## src/shared/swc_regs.svh

```systemverilog
// register offsets, field positions, reset values and timing counts of the sleep/wake controller
`ifndef SWC_REGS_SVH
`define SWC_REGS_SVH
// ============================================================
// register byte offsets
`define SWC_CTRL_OFS      8'h00
`define SWC_STAT_OFS      8'h04
`define SWC_IRQ_STAT_OFS  8'h08
`define SWC_IRQ_MASK_OFS  8'h0C
// ============================================================
// status field positions
`define SWC_PD_BIT        3
`define SWC_TO_BIT        4
`define SWC_ASLEEP_BIT    0
`define SWC_START_BIT     1
// ============================================================
// control field positions
`define SWC_CTRL_WDT_EN   0
`define SWC_CTRL_XTAL     1
`define SWC_CTRL_GIE      2
// ============================================================
// interrupt status bits: sleep entered, wake, nop sleep, watchdog time-out
`define SWC_EV_SLEEP      0
`define SWC_EV_WAKE       1
`define SWC_EV_NOP        2
`define SWC_EV_WDT        3
`define SWC_EV_W          4
// ============================================================
// reset values and timing
`define SWC_CTRL_RST      32'h0000_0001
`define SWC_OST_PERIODS   1024
`define SWC_IRQ_VECTOR    13'h0004
`endif

```

## src/shared/swc_pkg.sv

```systemverilog
// types of the sleep/wake controller
package swc_pkg;
    typedef enum logic [1:0] {
        SWC_RUN   = 2'b00,
        SWC_SLEEP = 2'b01,
        SWC_OST   = 2'b10
    } swc_state_t;
    typedef enum logic [1:0] {
        SWC_RESUME_INLINE = 2'b00,
        SWC_RESUME_VECTOR = 2'b01
    } swc_resume_t;
endpackage

```

## src/verilog/swc_sleep_wake.sv

```systemverilog
// sleep/wake sequencer with AXI4-Lite register access
// ============================================================
// Overview of operation
// sleep clears watchdog, flags, stops oscillator
// pins hold their drive state while asleep
// wake on reset, watchdog, enabled interrupt
// reset wakes fully; others continue execution
// power-down flag set at reset, cleared sleeping
// watchdog time-out clears time-out flag
// only async timer and RC converter wake
// phase clocks stopped while asleep
// next instruction prefetched during sleep
// wake needs source enable, not global enable
// after wake run next, then vector if enabled
// pending interrupt before sleep makes it nop
// interrupt during sleep: complete, wake immediately
// nop sleep leaves power-down flag set
// reset pin held high during sleep
// crystal mode waits 1024 oscillator periods
`include "swc_regs.svh"
module swc_sleep_wake #(
    parameter int WDT_PERIOD = 1800000,
    parameter int OST_CYCLES = `SWC_OST_PERIODS,
    parameter int PINS       = 13
) (
    input  wire logic                  clk,
    input  wire logic                  resetn,
    input  wire logic                  sleep_exec,
    input  wire logic                  watchdog_clear_instruction,
    input  wire logic [12:0]           pc,
    input  wire logic                  ext_irq_en,
    input  wire logic                  external_irq_flag,
    input  wire logic                  upper_port_change_en,
    input  wire logic                  upper_port_change_flag,
    input  wire logic                  second_timer_en,
    input  wire logic                  second_timer_flag,
    input  wire logic                  second_timer_async,
    input  wire logic                  adc_en,
    input  wire logic                  adc_flag,
    input  wire logic                  adc_rc_clock,
    input  wire logic [PINS-1:0]       pin_out_in,
    input  wire logic [PINS-1:0]       pin_oe_in,
    output logic      [PINS-1:0]       pin_out,
    output logic      [PINS-1:0]       pin_oe,
    output logic                       osc_enable,
    output logic                       phase_clk_en,
    output logic                       core_run,
    output logic                       watchdog_reset,
    output logic                       fetch_enable,
    output logic      [12:0]           fetch_addr,
    output logic                       branch_vector,
    output logic      [12:0]           vector_addr,
    output swc_pkg::swc_resume_t       resume_kind,
    output logic                       irq,
    input  wire logic [7:0]            s_axi_awaddr,
    input  wire logic                  s_axi_awvalid,
    output logic                       s_axi_awready,
    input  wire logic [31:0]           s_axi_wdata,
    input  wire logic [3:0]            s_axi_wstrb,
    input  wire logic                  s_axi_wvalid,
    output logic                       s_axi_wready,
    output logic      [1:0]            s_axi_bresp,
    output logic                       s_axi_bvalid,
    input  wire logic                  s_axi_bready,
    input  wire logic [7:0]            s_axi_araddr,
    input  wire logic                  s_axi_arvalid,
    output logic                       s_axi_arready,
    output logic      [31:0]           s_axi_rdata,
    output logic      [1:0]            s_axi_rresp,
    output logic                       s_axi_rvalid,
    input  wire logic                  s_axi_rready
);
    import swc_pkg::*;

    swc_state_t           state_reg;
    logic [2:0]           ctrl_reg;
    logic                 pd_reg;
    logic                 to_reg;
    logic [`SWC_EV_W-1:0] ist_reg;
    logic [`SWC_EV_W-1:0] imask_reg;
    logic [31:0]          wdt_reg;
    logic [31:0]          ost_reg;
    logic                 aw_held_reg;
    logic                 w_held_reg;
    logic [7:0]           awaddr_reg;
    logic [31:0]          wdata_reg;
    logic [3:0]           wstrb_reg;

    // ============================================================
    // wake qualification
    logic wake_pending;
    logic wdt_timeout;
    logic sleep_go;
    logic sleep_nop;
    logic wr_fire;
    logic rd_fire;
    logic [`SWC_EV_W-1:0] ev_set;
    logic [`SWC_EV_W-1:0] ist_clr;

    // timer and converter wake only when clocked outside the stopped phase clocks
    assign wake_pending = (ext_irq_en & external_irq_flag)
                        | (upper_port_change_en & upper_port_change_flag)
                        | (second_timer_en & second_timer_flag & second_timer_async)
                        | (adc_en & adc_flag & adc_rc_clock);
    assign wdt_timeout  = ctrl_reg[`SWC_CTRL_WDT_EN] && (wdt_reg == 32'(WDT_PERIOD - 1));
    assign sleep_go     = (state_reg == SWC_RUN) && sleep_exec && !wake_pending;
    assign sleep_nop    = (state_reg == SWC_RUN) && sleep_exec && wake_pending;

    // ============================================================
    // sleep state machine
    always_ff @(posedge clk or negedge resetn) begin
        if (!resetn) begin
            state_reg <= SWC_RUN;
            ost_reg   <= 32'h0000_0000;
        end else begin
            unique case (state_reg)
                SWC_RUN: begin
                    if (sleep_go) begin
                        state_reg <= SWC_SLEEP;
                    end
                end
                SWC_SLEEP: begin
                    // a source flagged during sleep wakes on the very next edge
                    if (wake_pending || wdt_timeout) begin
                        ost_reg   <= 32'h0000_0000;
                        state_reg <= ctrl_reg[`SWC_CTRL_XTAL] ? SWC_OST : SWC_RUN;
                    end
                end
                SWC_OST: begin
                    if (ost_reg == 32'(OST_CYCLES - 1)) begin
                        state_reg <= SWC_RUN;
                    end else begin
                        ost_reg <= ost_reg + 32'h0000_0001;
                    end
                end
                default: begin
                    state_reg <= SWC_RUN;
                end
            endcase
        end
    end

    // ============================================================
    // resume control
    logic wake_edge;
    assign wake_edge = (state_reg != SWC_RUN) && (state_reg == SWC_OST ? ost_reg == 32'(OST_CYCLES - 1)
                     : (!ctrl_reg[`SWC_CTRL_XTAL] && (wake_pending || wdt_timeout)));

    always_ff @(posedge clk or negedge resetn) begin
        if (!resetn) begin
            resume_kind   <= SWC_RESUME_INLINE;
            branch_vector <= 1'b0;
        end else begin
            branch_vector <= 1'b0;
            if (wake_edge) begin
                // next instruction runs first; the core branches after it
                if (ctrl_reg[`SWC_CTRL_GIE] && wake_pending) begin
                    resume_kind   <= SWC_RESUME_VECTOR;
                    branch_vector <= 1'b1;
                end else begin
                    resume_kind <= SWC_RESUME_INLINE;
                end
            end
        end
    end
    assign vector_addr = `SWC_IRQ_VECTOR;

    // prefetch of pc+1 is captured when sleep is accepted
    always_ff @(posedge clk or negedge resetn) begin
        if (!resetn) begin
            fetch_addr <= 13'h0000;
        end else if (sleep_exec && state_reg == SWC_RUN) begin
            fetch_addr <= pc + 13'h0001;
        end
    end
    assign fetch_enable = (state_reg == SWC_RUN);

    assign osc_enable   = (state_reg != SWC_SLEEP);
    assign phase_clk_en = (state_reg == SWC_RUN);
    assign core_run     = (state_reg == SWC_RUN);

    // ============================================================
    // pin hold: latch drive state on sleep entry
    always_ff @(posedge clk or negedge resetn) begin
        if (!resetn) begin
            pin_out <= '0;
            pin_oe  <= '0;
        end else if (state_reg == SWC_RUN && !sleep_go) begin
            pin_out <= pin_out_in;
            pin_oe  <= pin_oe_in;
        end
    end

    // ============================================================
    // watchdog, runs on through sleep
    always_ff @(posedge clk or negedge resetn) begin
        if (!resetn) begin
            wdt_reg        <= 32'h0000_0000;
            watchdog_reset <= 1'b0;
        end else begin
            watchdog_reset <= wdt_timeout && state_reg == SWC_RUN;
            if (sleep_go || watchdog_clear_instruction || wdt_timeout
                || !ctrl_reg[`SWC_CTRL_WDT_EN]) begin
                wdt_reg <= 32'h0000_0000;
            end else begin
                wdt_reg <= wdt_reg + 32'h0000_0001;
            end
        end
    end

    // ============================================================
    // status flags
    always_ff @(posedge clk or negedge resetn) begin
        if (!resetn) begin
            pd_reg <= 1'b1;
            to_reg <= 1'b1;
        end else begin
            if (wdt_timeout) begin
                to_reg <= 1'b0;
            end else if (sleep_go || watchdog_clear_instruction) begin
                to_reg <= 1'b1;
            end
            // a nop sleep leaves the flag untouched
            if (sleep_go) begin
                pd_reg <= 1'b0;
            end else if (watchdog_clear_instruction) begin
                pd_reg <= 1'b1;
            end
        end
    end

    // ============================================================
    // interrupt status, cleared by reading it; set wins
    assign ev_set = {wdt_timeout, sleep_nop, wake_edge, sleep_go};
    assign ist_clr = (rd_fire && s_axi_araddr == `SWC_IRQ_STAT_OFS) ? ist_reg : '0;
    always_ff @(posedge clk or negedge resetn) begin
        if (!resetn) begin
            ist_reg <= '0;
        end else begin
            ist_reg <= (ist_reg & ~ist_clr) | ev_set;
        end
    end
    assign irq = |(ist_reg & imask_reg);

    // ============================================================
    // AXI4-Lite slave
    assign s_axi_awready = !aw_held_reg && !s_axi_bvalid;
    assign s_axi_wready  = !w_held_reg && !s_axi_bvalid;
    assign wr_fire = aw_held_reg && w_held_reg;
    assign s_axi_arready = !s_axi_rvalid;
    assign rd_fire = s_axi_arvalid && s_axi_arready;

    always_ff @(posedge clk or negedge resetn) begin
        if (!resetn) begin
            aw_held_reg  <= 1'b0;
            w_held_reg   <= 1'b0;
            awaddr_reg   <= 8'h00;
            wdata_reg    <= 32'h0000_0000;
            wstrb_reg    <= 4'h0;
            s_axi_bvalid <= 1'b0;
            s_axi_bresp  <= 2'b00;
            ctrl_reg     <= 3'(`SWC_CTRL_RST);
            imask_reg    <= '0;
        end else begin
            if (s_axi_awvalid && s_axi_awready) begin
                aw_held_reg <= 1'b1;
                awaddr_reg  <= s_axi_awaddr;
            end
            if (s_axi_wvalid && s_axi_wready) begin
                w_held_reg <= 1'b1;
                wdata_reg  <= s_axi_wdata;
                wstrb_reg  <= s_axi_wstrb;
            end
            if (wr_fire) begin
                aw_held_reg  <= 1'b0;
                w_held_reg   <= 1'b0;
                s_axi_bvalid <= 1'b1;
                s_axi_bresp  <= 2'b00;
                if (awaddr_reg == `SWC_CTRL_OFS) begin
                    if (wstrb_reg[0]) ctrl_reg <= wdata_reg[2:0];
                end else if (awaddr_reg == `SWC_IRQ_MASK_OFS) begin
                    if (wstrb_reg[0]) imask_reg <= wdata_reg[`SWC_EV_W-1:0];
                end else if (awaddr_reg != `SWC_STAT_OFS && awaddr_reg != `SWC_IRQ_STAT_OFS) begin
                    s_axi_bresp <= 2'b10;
                end
            end else if (s_axi_bvalid && s_axi_bready) begin
                s_axi_bvalid <= 1'b0;
            end
        end
    end

    always_ff @(posedge clk or negedge resetn) begin
        if (!resetn) begin
            s_axi_rvalid <= 1'b0;
            s_axi_rdata  <= 32'h0000_0000;
            s_axi_rresp  <= 2'b00;
        end else if (rd_fire) begin
            s_axi_rvalid <= 1'b1;
            s_axi_rresp  <= 2'b00;
            unique case (s_axi_araddr)
                `SWC_CTRL_OFS:     s_axi_rdata <= {29'h0, ctrl_reg};
                `SWC_STAT_OFS:     s_axi_rdata <= {27'h0, to_reg, pd_reg, 1'b0,
                                                   state_reg == SWC_OST, state_reg == SWC_SLEEP};
                `SWC_IRQ_STAT_OFS: s_axi_rdata <= {28'h0, ist_reg};
                `SWC_IRQ_MASK_OFS: s_axi_rdata <= {28'h0, imask_reg};
                default: begin
                    s_axi_rdata <= 32'h0000_0000;
                    s_axi_rresp <= 2'b10;
                end
            endcase
        end else if (s_axi_rready) begin
            s_axi_rvalid <= 1'b0;
        end
    end

    // ============================================================
    // checks
    sleep_clears_pd_a: assert property (@(posedge clk) disable iff (!resetn)
        sleep_go |=> !pd_reg && to_reg && state_reg == SWC_SLEEP) else $error("sleep entry flags wrong");
    nop_keeps_pd_a: assert property (@(posedge clk) disable iff (!resetn)
        sleep_nop && !watchdog_clear_instruction |=> state_reg == SWC_RUN && pd_reg == $past(pd_reg))
        else $error("nop sleep changed state");
    osc_off_sleep_a: assert property (@(posedge clk) disable iff (!resetn)
        state_reg == SWC_SLEEP |-> !osc_enable && !phase_clk_en) else $error("clocks on in sleep");
    pins_hold_a: assert property (@(posedge clk) disable iff (!resetn)
        state_reg == SWC_SLEEP && $past(state_reg) == SWC_SLEEP |-> $stable(pin_out) && $stable(pin_oe))
        else $error("pins moved in sleep");
    irq_wake_a: assert property (@(posedge clk) disable iff (!resetn)
        state_reg == SWC_SLEEP && wake_pending |=> state_reg != SWC_SLEEP) else $error("no wake");
    wdt_to_clear_a: assert property (@(posedge clk) disable iff (!resetn)
        wdt_timeout |=> !to_reg) else $error("time-out flag not cleared");
    gie_vector_a: assert property (@(posedge clk) disable iff (!resetn)
        wake_edge && wake_pending && ctrl_reg[`SWC_CTRL_GIE] |=> branch_vector) else $error("no vector");
    gated_wake_a: assert property (@(posedge clk) disable iff (!resetn)
        state_reg == SWC_SLEEP && !wake_pending && !wdt_timeout |=> state_reg == SWC_SLEEP)
        else $error("spurious wake");
    prefetch_addr_a: assert property (@(posedge clk) disable iff (!resetn)
        sleep_go |=> fetch_addr == $past(pc) + 13'h0001) else $error("bad prefetch");
    ost_wait_a: assert property (@(posedge clk) disable iff (!resetn)
        state_reg == SWC_SLEEP ##1 state_reg == SWC_OST |-> state_reg == SWC_OST [*8])
        else $error("start-up delay cut short");
    sleep_cov_c: cover property (@(posedge clk) disable iff (!resetn) sleep_go);
    nop_cov_c: cover property (@(posedge clk) disable iff (!resetn) sleep_nop);
    wdt_wake_c: cover property (@(posedge clk) disable iff (!resetn) state_reg == SWC_SLEEP && wdt_timeout);
endmodule // swc_sleep_wake

```

## config.mk

```make
export PLATFORM = sky130hd
export DESIGN_NAME = swc_sleep_wake
export DESIGN_NICKNAME = d
export VERILOG_FILES = /design/src/shared/swc_pkg.sv /design/src/verilog/swc_sleep_wake.sv
export VERILOG_INCLUDE_DIRS = /design/src /design/src/shared
export SDC_FILE = /design/constraint.sdc
export NUM_CORES = 1
export LEC_CHECK = 0
export BUFFER_PORTS_ARGS = -buffer_cell sky130_fd_sc_hd__buf_2
export CELL_PAD_IN_SITES_DETAIL_PLACEMENT = 0
export CELL_PAD_IN_SITES_GLOBAL_PLACEMENT = 1
export CORE_UTILIZATION = 36
export CTS_CLUSTER_SIZE = 10
export DETAILED_ROUTE_END_ITERATION = 10
export HOLD_SLACK_MARGIN = 0.12
export PLACE_DENSITY_LB_ADDON = 0.25
export SETUP_SLACK_MARGIN = 0.2
export SLEW_MARGIN = 25
export SYNTH_ARGS = -nofsm -noshare
export SYNTH_HDL_FRONTEND = slang
export SYNTH_SLANG_ARGS = --single-unit
```

## constraint.sdc

```tcl
create_clock -name clk -period 2.3 [get_ports clk]
set_input_delay 0.46 -clock clk [delete_from_list [all_inputs] [get_ports clk]]
set_output_delay 0.46 -clock clk [all_outputs]
set_load 0.01 [all_outputs]
```

==> qor.csv <==
metric;value;unit
hold_start;s_axi_bready;
syn_avg_cell_area;10.63;µm²
maxCapViolCount;0;
clk-insertion-delay-late;420;ps
finalSetupViolations;0;
pwr-share-comb;0.149;
holdPathStages;2;
io_buffers;137;
ios;212;
min_to;s_axi_bvalid;
die-area;20310;µm²
final-hold-violation-count;0;
vdd_drop_max;0.5877;mV
drtAntennaViolNets;0;
die_h;142.5;µm
place_congestion;0.7920;
rsz0062_at_grt;true;
crit_fanout;7;
reg2reg_from;ost_reg[16];
fin_crit_sh;0.9202;
synth_area;7109;µm²
synth-seq-area-share;0.5109;
initial_core_util;0.3665;
regToRegSetupSlack;180;ps
dpl.cell_count;1071;
arrival;2430;ps
crit_start;ost_reg[16];
die_w;142.5;µm
utilization;0.4572;
cts_htree_levels;4;
crit_chain;or4_4 -> or3_4 -> o31ai_4 -> buf_6 -> inv_2 -> a31o_1;
final_area;8870;µm²
switchingPower;1854;µW
crit_required;2610;ps
vias;5454;
rows;51;
clock_power_share;0.407;
power.density;770.1;nW/µm²
hpwl;11760;µm
clk_pin_slew_worst_paths;60;ps
fin_cells;1112;
grt_pass1_wl;26200;µm
slew_viol_final;0;
coreArea;19400;µm²
switching_share;0.2715;
min_period;2117;ps
synth.ff_latch_count;145;
dpl_cell_area;8105;µm²
max_freq;472.5;MHz
fin_skew;8.973;ps
viasPerCell;4.905;
hp-class;primary input to register;
async_flop_share;1.000;
finalWirelength;16400;µm
ff2ff_path_depth;6;
dr.first_iter.drc_count;234;
synth_edf_count;0;
cp_slowest_cell;or4_4;
synthCells;669;
antenna_found_initial;2;
grt_max_degree;47;
slowest_delay;540;ps
layout-drive-gt1-share;0.3456;
ys_warn_count;0;
ys.flop_type;dfrtp_1;
crit_type;register to register;
final_nets;945;
p_seq_frac;0.445;
hold_slack;219.4;ps
leakagePower;0.004003;µW
grt_pass1_vias;5328;
drt-wirelength-per-cell;14.74;µm
rr_endpoint;state_reg[1];
finalSetupTns;0;ps
critPathLaunchType;register;
drc_errors;0;
synth.distinct_cells;54;
dr.pass1.iters;4;
cts_tree;done;
p_int;4977;µW
grt_util_all_layers;0.1657;
end_kind;register;
outcome;finished, final reports clean;
cts.sinks;145;
cts_root_buf;clkbuf_16;
cts_buffers;17;
clockBufferDepth;2;
grt.overflow.total;0;
syn_to_final_growth;24.76;%
-- synthesized netlist by cell type, types with 3 or more instances --
cell type  count  area share
o21ai_0       22       0.015
nor3_1        11      0.0077
a21o_1         3      0.0032
xnor2_1       19       0.023
nor4_2         3      0.0053
and3_1        11      0.0097
nor2b_1        3      0.0026
nor4_1        11      0.0097
o31ai_1        7      0.0074
nand4_1       34       0.030
buf_2          5      0.0035
dfrtp_1      142        0.50
and2_1         5      0.0044
dfstp_2        3       0.011
o21bai_1       3      0.0032
a21oi_2        6      0.0074
a22oi_1        3      0.0032
mux2_2        47       0.074
or4_1          9      0.0095
buf_4         45       0.048
nor2_1        65       0.034
ha_1           3      0.0053
inv_1         13      0.0069
nand3_1       33       0.023
nand2_1       42       0.022
o21ai_1        4      0.0028
clkbuf_1      17      0.0090
a21oi_1       12      0.0084
and4_1         7      0.0086
a22o_1         6      0.0074
xor2_1        36       0.044
or3_1         12       0.011
-- placed cells by master (no fill, tap or decap), types with 13 or more instances in the layout --
master | netlist | final
buf_4 | 45 | 27
nand3_1 | 33 | 33
clkbuf_16 | 0 | 17
nand2_1 | 42 | 42
nand4_1 | 34 | 34
xor2_1 | 36 | 36
mux2_2 | 47 | 47
o21ai_0 | 22 | 22
nor2_1 | 65 | 63
inv_1 | 13 | 13
buf_2 | 5 | 136
xnor2_1 | 19 | 19
conb_1 | 2 | 43
dfrtp_1 | 142 | 141
-- routing by layer --
layer	up-vias	routed length, µm	GRT usage
li1	2616	-	-
met1	2678	7562	0.2143
met2	152	7723	0.2603
met3	8	983	0.05787
met4	0	125	0.04980
met5	-	0	0
-- what timing repair did --
action | CTS | global route
gates cloned | 0 | 1
pin swaps | 0 | 4
gates resized for setup | 5 | 20
hold buffers | 1 | 0
endpoints found under the hold margin | 34 | 0
endpoints found under the setup margin | 16 | 59
buffers inserted | 0 | 5
-- layout make-up --
cell class,instances,area [µm²]
inverter,14,52.55
clock inverter,14,152.6
timing repair buffer,172,1027
multi-input combinational,482,3228
antenna,2,5.005
tap,265,331.6
clock buffer,18,439.2
sequential,145,3633
fill,1869,10530
-- power by group through the flow --
stage	combinational, µW	sequential, µW	clock [µW]
after global placement	984	3060	0
after global routing	1120	3080	2950
after floorplan	580	3090	0
after detailed placement	1010	3070	0
after CTS	1020	3030	2850
final	1010	3040	2780
-- cell families (layout without fill, tap and decap cells) --
family / Yosys count / after routing / synth area share
AO/OA/AOI/OAI: 75 / 75 / 0.07110
XOR/XNOR: 55 / 55 / 0.06776
adder cells (fa/ha/maj): 3 / 3 / 0.005280
buffers and inverters: 83 / 218 / 0.07180
flip-flops: 145 / 145 / 0.5109
multiplexers: 50 / 50 / 0.08219
other: 2 / 45 / 0.001056
AND/OR/NAND/NOR: 256 / 256 / 0.1899
-- how the worst max path moves through the flow --
stage                   end  slack (ps)  cells past startpoint
3_3_place_gp    ctrl_reg[1]         160                      5
3_5_place_dp   imask_reg[1]          70                      5
5_1_grt        state_reg[1]         140                      6
6_report       state_reg[1]         180                      6
4_1_cts        state_reg[1]         190                      6
2_1_floorplan  state_reg[1]         160                      7
-- worst max-delay path: cells and delay by family (launching register included) --
kind / cells / cell delay (ps)
AO/OA/AOI/OAI: 2 / 450
flip-flops: 1 / 410
buffers and inverters: 2 / 240
AND/OR/NAND/NOR: 2 / 910
-- stage by stage --
stage,total power (µW),setup slack [ps]
final,6831,183.4
after floorplan,3666,158.2
after global placement,4041,155.9
after detailed placement,4079,68.07
after CTS,6896,187.0
after global routing,7151,140.6
Note: power is estimated with default switching activity, not from simulation.
